`src/core/dport_consts.svh`:
```
// constants for the indirect ram data port: offsets, fields, resets
// assumes inclusion from the data port module and the bench only
`ifndef DPORT_CONSTS_SVH
`define DPORT_CONSTS_SVH
`define OFS_TARGET_SELECT 8'h24
`define OFS_COMMAND 8'h28
`define OFS_WORD_ADDRESS 8'h2c
`define OFS_DATA_WORD 8'h30
`define READY_BIT 31
`define TARGET_W 4
`define ADDR_W 14
`define RST_TARGET 4'h0
`define RST_COMMAND 1'b0
`define RST_ADDRESS 14'h0000
`define RST_DATA 32'h0000_0000
// ram answer timeout in cycles: 1 us at 100 MHz
`define RAM_TIMEOUT_NS 1000
`define CLK_PERIOD_NS 10
`define RAM_TIMEOUT_CYC (`RAM_TIMEOUT_NS / `CLK_PERIOD_NS)
`endif

```
`src/core/dport_pkg.sv`:
```
// types for the indirect ram data port
// assumes dport_consts.svh is on the include path
`default_nettype none
package dport_pkg;
   typedef enum logic [3:0] {
      TGT_RX_BUF = 4'h0,
      TGT_VLAN_HASH = 4'h1,
      TGT_SEG_HDR = 4'h2,
      TGT_RX_FIFO = 4'h3,
      TGT_TX_FIFO = 4'h4,
      TGT_DESCR = 4'h5,
      TGT_TX_BUF = 4'h7
   } target_t;
   typedef enum logic [2:0] {
      ST_IDLE = 3'b001,
      ST_REQ = 3'b010,
      ST_WAIT = 3'b100
   } state_t;
   // request toward the internal rams
   typedef struct packed {
      logic [6:0] sel;
      logic wr;
      logic [13:0] addr;
      logic [31:0] wdata;
   } ram_req_t;
endpackage
`default_nettype wire

```
`src/core/dport_regs.sv`:
```
// Operation
// - ready flag bit 31, 1 idle, resets 1
// - read sets ready at the same edge that stores the data
// - four-bit target code selects ram, resets 0
// - command write while ready with a mapped target starts one access
// - 14-bit word address used, upper reserved
// - data register holds write and read word
//
// apb slave holding the data port registers and the ram access sequencer
// assumes rams answer a one-cycle request with a one-cycle ack
//
// The implementer's own choice: the APB register port.
`include "dport_consts.svh"
`default_nettype none
module dport_regs #(
   parameter int unsigned TIMEOUT_CYC = `RAM_TIMEOUT_CYC
) (
   // clock and reset
   input wire logic I_CLK,
   input wire logic I_RESETN,
   // apb slave
   input wire logic I_PSEL,
   input wire logic I_PENABLE,
   input wire logic I_PWRITE,
   input wire logic [7:0] I_PADDR,
   input wire logic [31:0] I_PWDATA,
   output logic O_PREADY,
   output logic O_PSLVERR,
   output logic [31:0] O_PRDATA,
   // ram side
   output dport_pkg::ram_req_t O_RAM_REQ,
   output logic O_RAM_STROBE,
   input wire logic I_RAM_ACK,
   input wire logic [31:0] I_RAM_RDATA
);
   // =====================================================
   // reset release
   logic rst_meta;
   logic rst_n;
   always_ff @(posedge I_CLK or negedge I_RESETN) begin
      if (!I_RESETN) begin
         rst_meta <= 1'b0;
         rst_n <= 1'b0;
      end else begin
         rst_meta <= 1'b1;
         rst_n <= rst_meta;
      end
   end

   // =====================================================
   // decode
   function automatic logic is_mapped(input logic [7:0] a);
      return a == `OFS_TARGET_SELECT || a == `OFS_COMMAND ||
         a == `OFS_WORD_ADDRESS || a == `OFS_DATA_WORD;
   endfunction

   function automatic logic [6:0] target_onehot(input logic [3:0] t);
      logic [6:0] s;
      s = 7'h00;
      case (t)
         dport_pkg::TGT_RX_BUF: s = 7'h01;
         dport_pkg::TGT_VLAN_HASH: s = 7'h02;
         dport_pkg::TGT_SEG_HDR: s = 7'h04;
         dport_pkg::TGT_RX_FIFO: s = 7'h08;
         dport_pkg::TGT_TX_FIFO: s = 7'h10;
         dport_pkg::TGT_DESCR: s = 7'h20;
         dport_pkg::TGT_TX_BUF: s = 7'h40;
         default: s = 7'h00;
      endcase
      return s;
   endfunction

   // =====================================================
   // registers and sequencer
   logic [3:0] target;
   logic command;
   logic [13:0] address;
   logic [31:0] data;
   logic ready;
   dport_pkg::state_t state;
   logic [15:0] wait_cnt;
   logic pready;
   logic pslverr;
   logic [31:0] prdata;
   dport_pkg::ram_req_t ram_req;
   logic ram_strobe;

   logic [3:0] next_target;
   logic next_command;
   logic [13:0] next_address;
   logic [31:0] next_data;
   logic next_ready;
   dport_pkg::state_t next_state;
   logic [15:0] next_wait_cnt;
   logic next_pready;
   logic next_pslverr;
   logic [31:0] next_prdata;
   dport_pkg::ram_req_t next_ram_req;
   logic next_ram_strobe;

   logic setup;
   logic access;
   logic wr_cmd;
   assign setup = I_PSEL && !I_PENABLE && !pready;
   // writes land only at the edge that completes the transfer
   assign access = I_PSEL && I_PENABLE && pready;
   assign wr_cmd = access && I_PWRITE && I_PADDR == `OFS_COMMAND;

   always_comb begin
      next_target = target;
      next_command = command;
      next_address = address;
      next_data = data;
      next_ready = ready;
      next_state = state;
      next_wait_cnt = wait_cnt;
      next_pready = 1'b0;
      next_pslverr = 1'b0;
      next_prdata = prdata;
      next_ram_req = ram_req;
      next_ram_strobe = 1'b0;
      // answer in the access cycle; write lands at the completing edge
      if (setup) begin
         next_pready = 1'b1;
         next_pslverr = !is_mapped(I_PADDR);
         next_prdata = 32'h0000_0000;
         if (!I_PWRITE) begin
            case (I_PADDR)
               `OFS_TARGET_SELECT:
                  next_prdata = {ready, 27'h0, target};
               `OFS_COMMAND: next_prdata = {31'h0, command};
               `OFS_WORD_ADDRESS: next_prdata = {18'h0, address};
               `OFS_DATA_WORD: next_prdata = data;
               default: next_prdata = 32'h0000_0000;
            endcase
         end
      end
      // writes while busy still store; software must not do so
      if (access && I_PWRITE) begin
         case (I_PADDR)
            `OFS_TARGET_SELECT: next_target = I_PWDATA[3:0];
            `OFS_COMMAND: next_command = I_PWDATA[0];
            `OFS_WORD_ADDRESS: next_address = I_PWDATA[13:0];
            `OFS_DATA_WORD: next_data = I_PWDATA;
            default: next_address = address;
         endcase
      end
      case (state)
         dport_pkg::ST_IDLE: begin
            if (wr_cmd && ready) begin
               if (target_onehot(target) == 7'h00) begin
                  next_ready = 1'b1;
               end else begin
                  next_ready = 1'b0;
                  next_state = dport_pkg::ST_REQ;
               end
            end
         end
         dport_pkg::ST_REQ: begin
            next_ram_req.sel = target_onehot(target);
            next_ram_req.wr = command;
            next_ram_req.addr = address;
            next_ram_req.wdata = data;
            next_ram_strobe = 1'b1;
            next_wait_cnt = 16'h0000;
            next_state = dport_pkg::ST_WAIT;
         end
         dport_pkg::ST_WAIT: begin
            next_wait_cnt = wait_cnt + 16'h0001;
            // timeout keeps a dead ram from hanging the port forever
            if (I_RAM_ACK || wait_cnt == 16'(TIMEOUT_CYC)) begin
               if (I_RAM_ACK && !ram_req.wr) begin
                  next_data = I_RAM_RDATA;
               end
               next_ready = 1'b1;
               next_state = dport_pkg::ST_IDLE;
            end
         end
         default: next_state = dport_pkg::ST_IDLE;
      endcase
   end

   always_ff @(posedge I_CLK or negedge rst_n) begin
      if (!rst_n) begin
         target <= `RST_TARGET;
         command <= `RST_COMMAND;
         address <= `RST_ADDRESS;
         data <= `RST_DATA;
         ready <= 1'b1;
         state <= dport_pkg::ST_IDLE;
         wait_cnt <= 16'h0000;
         pready <= 1'b0;
         pslverr <= 1'b0;
         prdata <= 32'h0000_0000;
         ram_req <= '0;
         ram_strobe <= 1'b0;
      end else begin
         target <= next_target;
         command <= next_command;
         address <= next_address;
         data <= next_data;
         ready <= next_ready;
         state <= next_state;
         wait_cnt <= next_wait_cnt;
         pready <= next_pready;
         pslverr <= next_pslverr;
         prdata <= next_prdata;
         ram_req <= next_ram_req;
         ram_strobe <= next_ram_strobe;
      end
   end

   assign O_PREADY = pready;
   assign O_PSLVERR = pslverr;
   assign O_PRDATA = prdata;
   assign O_RAM_REQ = ram_req;
   assign O_RAM_STROBE = ram_strobe;

   // =====================================================
   // assertions
   a_ready_reset: assert property (@(posedge I_CLK)
      $rose(rst_n) |-> ready)
      else $error("ready not set after reset");
   a_busy_on_cmd: assert property (@(posedge I_CLK) disable iff (!rst_n)
      (wr_cmd && ready && state == dport_pkg::ST_IDLE &&
      target_onehot(target) != 7'h00) |=> !ready ##1 ram_strobe)
      else $error("command did not start an access");
   a_read_data: assert property (@(posedge I_CLK) disable iff (!rst_n)
      (state == dport_pkg::ST_WAIT && I_RAM_ACK && !ram_req.wr) |=>
      (ready && data == $past(I_RAM_RDATA)))
      else $error("read data not stored with ready");
   a_reserved_tgt: assert property (@(posedge I_CLK) disable iff (!rst_n)
      (wr_cmd && ready && target_onehot(target) == 7'h00) |=>
      (ready && !ram_strobe))
      else $error("reserved target started ram access");
   a_ram_addr: assert property (@(posedge I_CLK) disable iff (!rst_n)
      ram_strobe |-> (ram_req.addr == address &&
      ram_req.sel == target_onehot(target)))
      else $error("ram request address mismatch");
   a_write_data: assert property (@(posedge I_CLK) disable iff (!rst_n)
      (ram_strobe && ram_req.wr) |-> ram_req.wdata == data)
      else $error("write word differs from data register");
   a_ready_bit: assert property (@(posedge I_CLK) disable iff (!rst_n)
      (pready && !I_PWRITE && I_PADDR == `OFS_TARGET_SELECT) |->
      O_PRDATA[`READY_BIT] == $past(ready))
      else $error("ready bit read wrong");
   a_target_store: assert property (@(posedge I_CLK) disable iff (!rst_n)
      (access && I_PWRITE && I_PADDR == `OFS_TARGET_SELECT) |=>
      target == $past(I_PWDATA[3:0]))
      else $error("target select not stored");
   c_read: cover property (@(posedge I_CLK)
      ram_strobe && !ram_req.wr ##[1:20] ready);
   c_write: cover property (@(posedge I_CLK) ram_strobe && ram_req.wr);
   c_reserved: cover property (@(posedge I_CLK)
      wr_cmd && target_onehot(target) == 7'h00);
endmodule
`default_nettype wire

```
`config.mk`:
```
export PLATFORM = sky130hd
export DESIGN_NAME = dport_regs
export DESIGN_NICKNAME = d
export VERILOG_FILES = /design/src/core/dport_pkg.sv /design/src/core/dport_regs.sv
export VERILOG_INCLUDE_DIRS = /design/src /design/src/core
export SDC_FILE = /design/constraint.sdc
export NUM_CORES = 1
export LEC_CHECK = 0
export ABC_AREA = 1
export BUFFER_PORTS_ARGS = -buffer_cell sky130_fd_sc_hd__buf_2
export CAP_MARGIN = 10
export CORE_MARGIN = 1.5
export CORE_UTILIZATION = 47
export DETAILED_ROUTE_END_ITERATION = 10
export PLACE_DENSITY = 0.74
export SLEW_MARGIN = 40
export SYNTH_ARGS = -nofsm -noshare
export SYNTH_HDL_FRONTEND = slang
export SYNTH_SLANG_ARGS = --single-unit
```
`constraint.sdc`:
```
create_clock -name I_CLK -period 5.2 [get_ports I_CLK]
set_input_delay 0.26 -clock I_CLK [delete_from_list [all_inputs] [get_ports I_CLK]]
set_output_delay 0.26 -clock I_CLK [all_outputs]
set_load 0.005 [all_outputs]
```
# Word-level counts from Yosys, hierarchy flattened

Cells that the tools add are included.

Bits of input ports: 78
Bits in registers: 162
Word-level logic and storage cells: 82
Output and inout port bits: 89

Eq/ne operators: 17
$add $sub $neg: 1
Mux-type cells: 22
Reduce and logical (&&, ||, !) cells: 25

Operator list:

| kind                                                  | number |
|---|---|
| two-way mux 32 bit                                    | 6 |
| case mux 32 bit (4 select lines)                      | 1 |
| case mux 7 bit (7 select lines)                       | 1 |
| equality test 8 x 6 -> 1 bit (second input constant)  | 4 |
| case mux 16 bit (2 select lines)                      | 1 |
| adder 16 x 1 -> 16 bit (second input constant)        | 1 |
| equality test 16 x 7 -> 1 bit (second input constant) | 1 |
| two-way mux 7 bit                                     | 2 |
| equality test 4 x 3 -> 1 bit (second input constant)  | 3 |
| two-way mux 3 bit                                     | 3 |
| case mux 3 bit (3 select lines)                       | 1 |
| equality test 4 x 2 -> 1 bit (second input constant)  | 2 |
| logical AND 1 bit                                     | 8 |
| zero test 7 bit                                       | 1 |
| two-way mux 1 bit                                     | 6 |
| != test 2 bit (second input constant)                 | 3 |
| AND reduction 2 bit                                   | 3 |
| AND reduction 3 bit                                   | 2 |
| equality test 4 x 1 -> 1 bit (second input constant)  | 1 |
| zero test 1 bit                                       | 4 |
| zero test 4 bit                                       | 1 |
| logical OR 1 bit                                      | 4 |
| nonzero test 2 bit                                    | 2 |
| equality test 3 x 1 -> 1 bit (second input constant)  | 1 |
| other kinds (3)                                       | 3 |

# Logic depth before layout (Yosys ltp)

Word-level depth: 11
Gate-level depth with buffers: 13
Gate-level depth less buffers: 13

# Worst setup path after synthesis

Ideal clock, no wire load.

Kind: flip-flop to flip-flop
From: register state[0]
To: register ram_req, in the netlist O_RAM_REQ[48]
Arrival: 1.349 ns
Setup time: 0.110 ns
Cell stages (with the launch flop): 7
Slack: 3.740 ns
Period minus slack after synthesis: 1.460 ns
Path through: dfstp_2 > inv_1 > nand3_1 > clkbuf_1 > clkbuf_1 > nand2_1 > o41ai_1

Cells in the longest elaborated chain, start to end: 1

RTL lines:

| item                         | RTL line          | source |
|---|---|---|
| start: declaration           | dport_regs.sv:80  | `dport_pkg::state_t state;` |
| start signal: assignment     | dport_regs.sv:190 | `state <= dport_pkg::ST_IDLE;` |
| start signal: assignment     | dport_regs.sv:203 | `state <= next_state;` |
| equality test 3 x 2 -> 1 bit | dport_regs.sv:148 | `case (state)` |
| end signal: assignment       | dport_regs.sv:208 | `ram_req <= next_ram_req;` |
| end: declaration             | dport_regs.sv:85  | `dport_pkg::ram_req_t ram_req;` |

Every way passes these cells.
A chain may end at the register's enable or synchronous reset.

# Final worst setup path

From: register state[1]
To: register data[9]

Cells in the longest elaborated chain, start to end: 2

RTL lines:

| item                   | RTL line          | source |
|---|---|---|
| equality test 3 bit    | dport_regs.sv:148 |  |
| two-way mux 32 bit     | dport_regs.sv:148 |  |
| via next_data[9]       | dport_regs.sv:91  | `logic [31:0] next_data;` |
| end signal: assignment | dport_regs.sv:188 | `` data <= `RST_DATA; `` |
| end signal: assignment | dport_regs.sv:201 | `data <= next_data;` |
| end: declaration       | dport_regs.sv:78  | `logic [31:0] data;` |

The timed path passes the listed nets, and every way through them passes these cells.

==> flow_metrics.env <==
export IMPL_wl_mm=18.70
export IMPL_status="finished clean"
export IMPL_cts_resized=0
export IMPL_drive_above_1_share_pct=20.70
export IMPL_routed_via_density=5.015
export IMPL_timing_hold_ws_ps=37.21
export IMPL_place_area_mm2=0.008217
export IMPL_slew_violations=0
export IMPL_fp_row_count=45
export IMPL_max_freq_ghz=0.4171
export IMPL_htreeDepth=4
export IMPL_rsz0062_at_grt="no"
export IMPL_finalHoldViolations=0
export IMPL_postSynth_asyncResetShare_pct=100.0
export IMPL_avgSynthCellArea_um2=8.083
export IMPL_utilization_pct=58.96
export IMPL_dieArea_mm2=0.01611
export IMPL_syn_num_nets=973
export IMPL_total_power_mw=2.721
export IMPL_fillCellCount=1416
export IMPL_clk_pin_slew_ps=60
export IMPL_slowest_delay_ps=700
export IMPL_fin_area_mm2=0.008897
export IMPL_startpoint="state[1]"
export IMPL_yosys_most_used_dff="dfrtp_1"
export IMPL_grt_pass1_vias=6006
export IMPL_synth_edff_count=0
export IMPL_ys_seq_area_share_pct=56.20
export IMPL_drcViolationCount=0
export IMPL_ys_warn_count=0
export IMPL_dr_pass1_iters=5
export IMPL_crit_type="reg -> reg"
export IMPL_synth_most_common_cell="nand2_1"
export IMPL_yosys_area_top_type="dfrtp_1"
export IMPL_pin_count=167
export IMPL_cts_buffer_depth=2
export IMPL_hold_path_class="in -> reg"
export IMPL_holdCritStartpoint="I_RAM_RDATA[19]"
export IMPL_cts_tree="built"
export IMPL_antenna_found_initial=3
export IMPL_reg2reg_from="state[1]"
export IMPL_grt_use_total_pct=24.03
export IMPL_path_max_fanout=33
export IMPL_initial_utilization_pct=47.84
export IMPL_port_buffers=166
export IMPL_cts_made_buffers=17
export IMPL_vdd_ir_drop_max_v=0.0002406
export IMPL_nets=1130
export IMPL_powerDensity_mw_per_mm2=305.8
export IMPL_worstMarginPinSlew_ps=764.4
export IMPL_wl_per_cell_um=14.91
export IMPL_maxCapViolations=0
export IMPL_synth_cell_type_count=32
export IMPL_grt_pass1_wl_mm=30.28
export IMPL_die_h_um=126.9
export IMPL_globalplace_congestion=0.8247
export IMPL_syn_area_mm2=0.007218
export IMPL_coreArea_mm2=0.01509
export IMPL_setup_viol=0
export IMPL_startpoint_type="flop"
export IMPL_endpoint_kind="flop"
export IMPL_synth_area_leaders="dfrtp_1 (55%), nand2_1 (18%), inv_1 (5.8%)"
export IMPL_synth_commonest_cells="nand2_1 (349), dfrtp_1 (160), inv_1 (112)"
export IMPL_cp_cell_sequence="nor3_2 -> buf_4 -> nand2_2 -> inv_2 -> nand2_1 -> nand2_1"
export IMPL_dieWidth_um=126.9
export IMPL_fin_skew_ps=7.827
export IMPL_area_growth_pct=23.26
export IMPL_crit_slowest_cell="inv_2"
export IMPL_insertion_delay_ps=420
export IMPL_synth_cells=893
export IMPL_drt_initial_drc_count=448
export IMPL_hpwl_mm=12.61
export IMPL_overflow=0
export IMPL_num_vias=6289
export IMPL_grt_start_max_net_pins=103
export IMPL_crit_arrival_ps=2750
export IMPL_cts_root_buf="clkbuf_16"
export IMPL_yosysTopAreaCellShare_pct=55.47
export IMPL_leakage_nw=4.957
export IMPL_finalSetupTns_ps=0
export IMPL_slew_limit_headroom_pct=48.86
export IMPL_ys_ff_latch=162
export IMPL_min_period_ps=2397
export IMPL_cpMostUsedCell="nand2_1"
export IMPL_cts_sinks=162
export IMPL_required_ps=5560
export IMPL_ant_nets=0
export IMPL_fin_crit_sh_pct=46.11
## routing by layer
metal  vias to the layer above  track usage, %  wire, µm  part of all wire (%)
met5                         -               0         0                     0
met4                         0           7.955       299                   1.6
met3                        18           6.242      1150                   6.2
met2                       185           38.27      8847                    47
met1                      2983           32.28      8401                    45
li1                       3103               -         -                     -
## placed cells by master (no fill, tap or decap), drive strengths merged, types with 2 or more instances in the layout
master / n
dfrtp: 160
mux2i: 2
o41ai: 7
o211ai: 3
buf: 173
nand4: 5
diode: 3
nor3: 10
dfstp: 2
clkinv: 3
o21a: 2
nand3: 67
nor2: 29
o21ai: 92
nand2: 351
inv: 115
clkbuf: 24
bufinv: 4
a21oi: 5
ha: 2
## worst paths after layout
path	end	slack [ps]	depth (start not counted)
setup / recovery	data[9]	2800	6
hold / removal	data[19]	40	3
setup reg to reg	data[9]	2800	6
hold reg to reg	O_RAM_REQ[21]	240	0
max in group asynchronous	O_PRDATA[9]	3870	2
min in group asynchronous	rst_n	150	2
## critical path, delay by kind of cell (launching register included)
family / cells / cell delay, ps
buffers and inverters: 2 / 950
DFF: 1 / 420
and+or+nand+nor: 4 / 940
## logic make-up (layout without fill, tap and decap cells)
logic type | after synthesis | count (layout) | share of synthesized area (%)
and+or+nand+nor | 462 | 462 | 26.40
DFF | 162 | 162 | 56.20
buffers and inverters | 151 | 321 | 8.216
AOI/OAI and AO/OA | 113 | 113 | 8.511
adders and majority gates | 2 | 2 | 0.3466
muxes | 2 | 2 | 0.2774
other | 1 | 4 | 0.05195
## metrics by stage
stage / cells / setup slack [ps]
after floorplan: 893 / 355.3
after global placement: 1215 / 2521
after detailed placement: 1217 / 2483
after CTS: 1250 / 2706
after global routing: 1253 / 2690
final: 1254 / 2803
## power breakdown
group / switching [mW] / total [mW] / internal, mW
combinational: 0.0564 / 0.0879 / 0.0315
clock: 0.494 / 1.36 / 0.869
sequential: 0.00593 / 1.27 / 1.26
## timing repair
item                                    in CTS  in global routing
setup buffers                                0                  0
endpoints found under the setup margin       0                  0
endpoints found under the hold margin        2                  0
hold buffers                                 1                  0
## layout make-up
cell class,count,area [µm²],area share (%)
flip-flops and latches,162,4060,45.63
multi-input cells,580,2581,29.01
repair buffers,174,933.4,10.49
clock buffers,24,501.7,5.639
inverters,115,431.7,4.852
well taps,188,235.2,2.644
clock inverters,8,146.4,1.645
diodes,3,7.507,0.08438
## registers in the layout (all words and copies together), names as in the netlist
name / count
command: 1
rst_meta: 1
O_RAM_STROBE: 1
O_PSLVERR: 1
O_PREADY: 1
O_PRDATA: 32
rst_n: 1
address: 14
wait_cnt: 16
state: 3
ready: 1
O_RAM_REQ: 54
data: 32
target: 4
(Power assumes the default switching activity.)
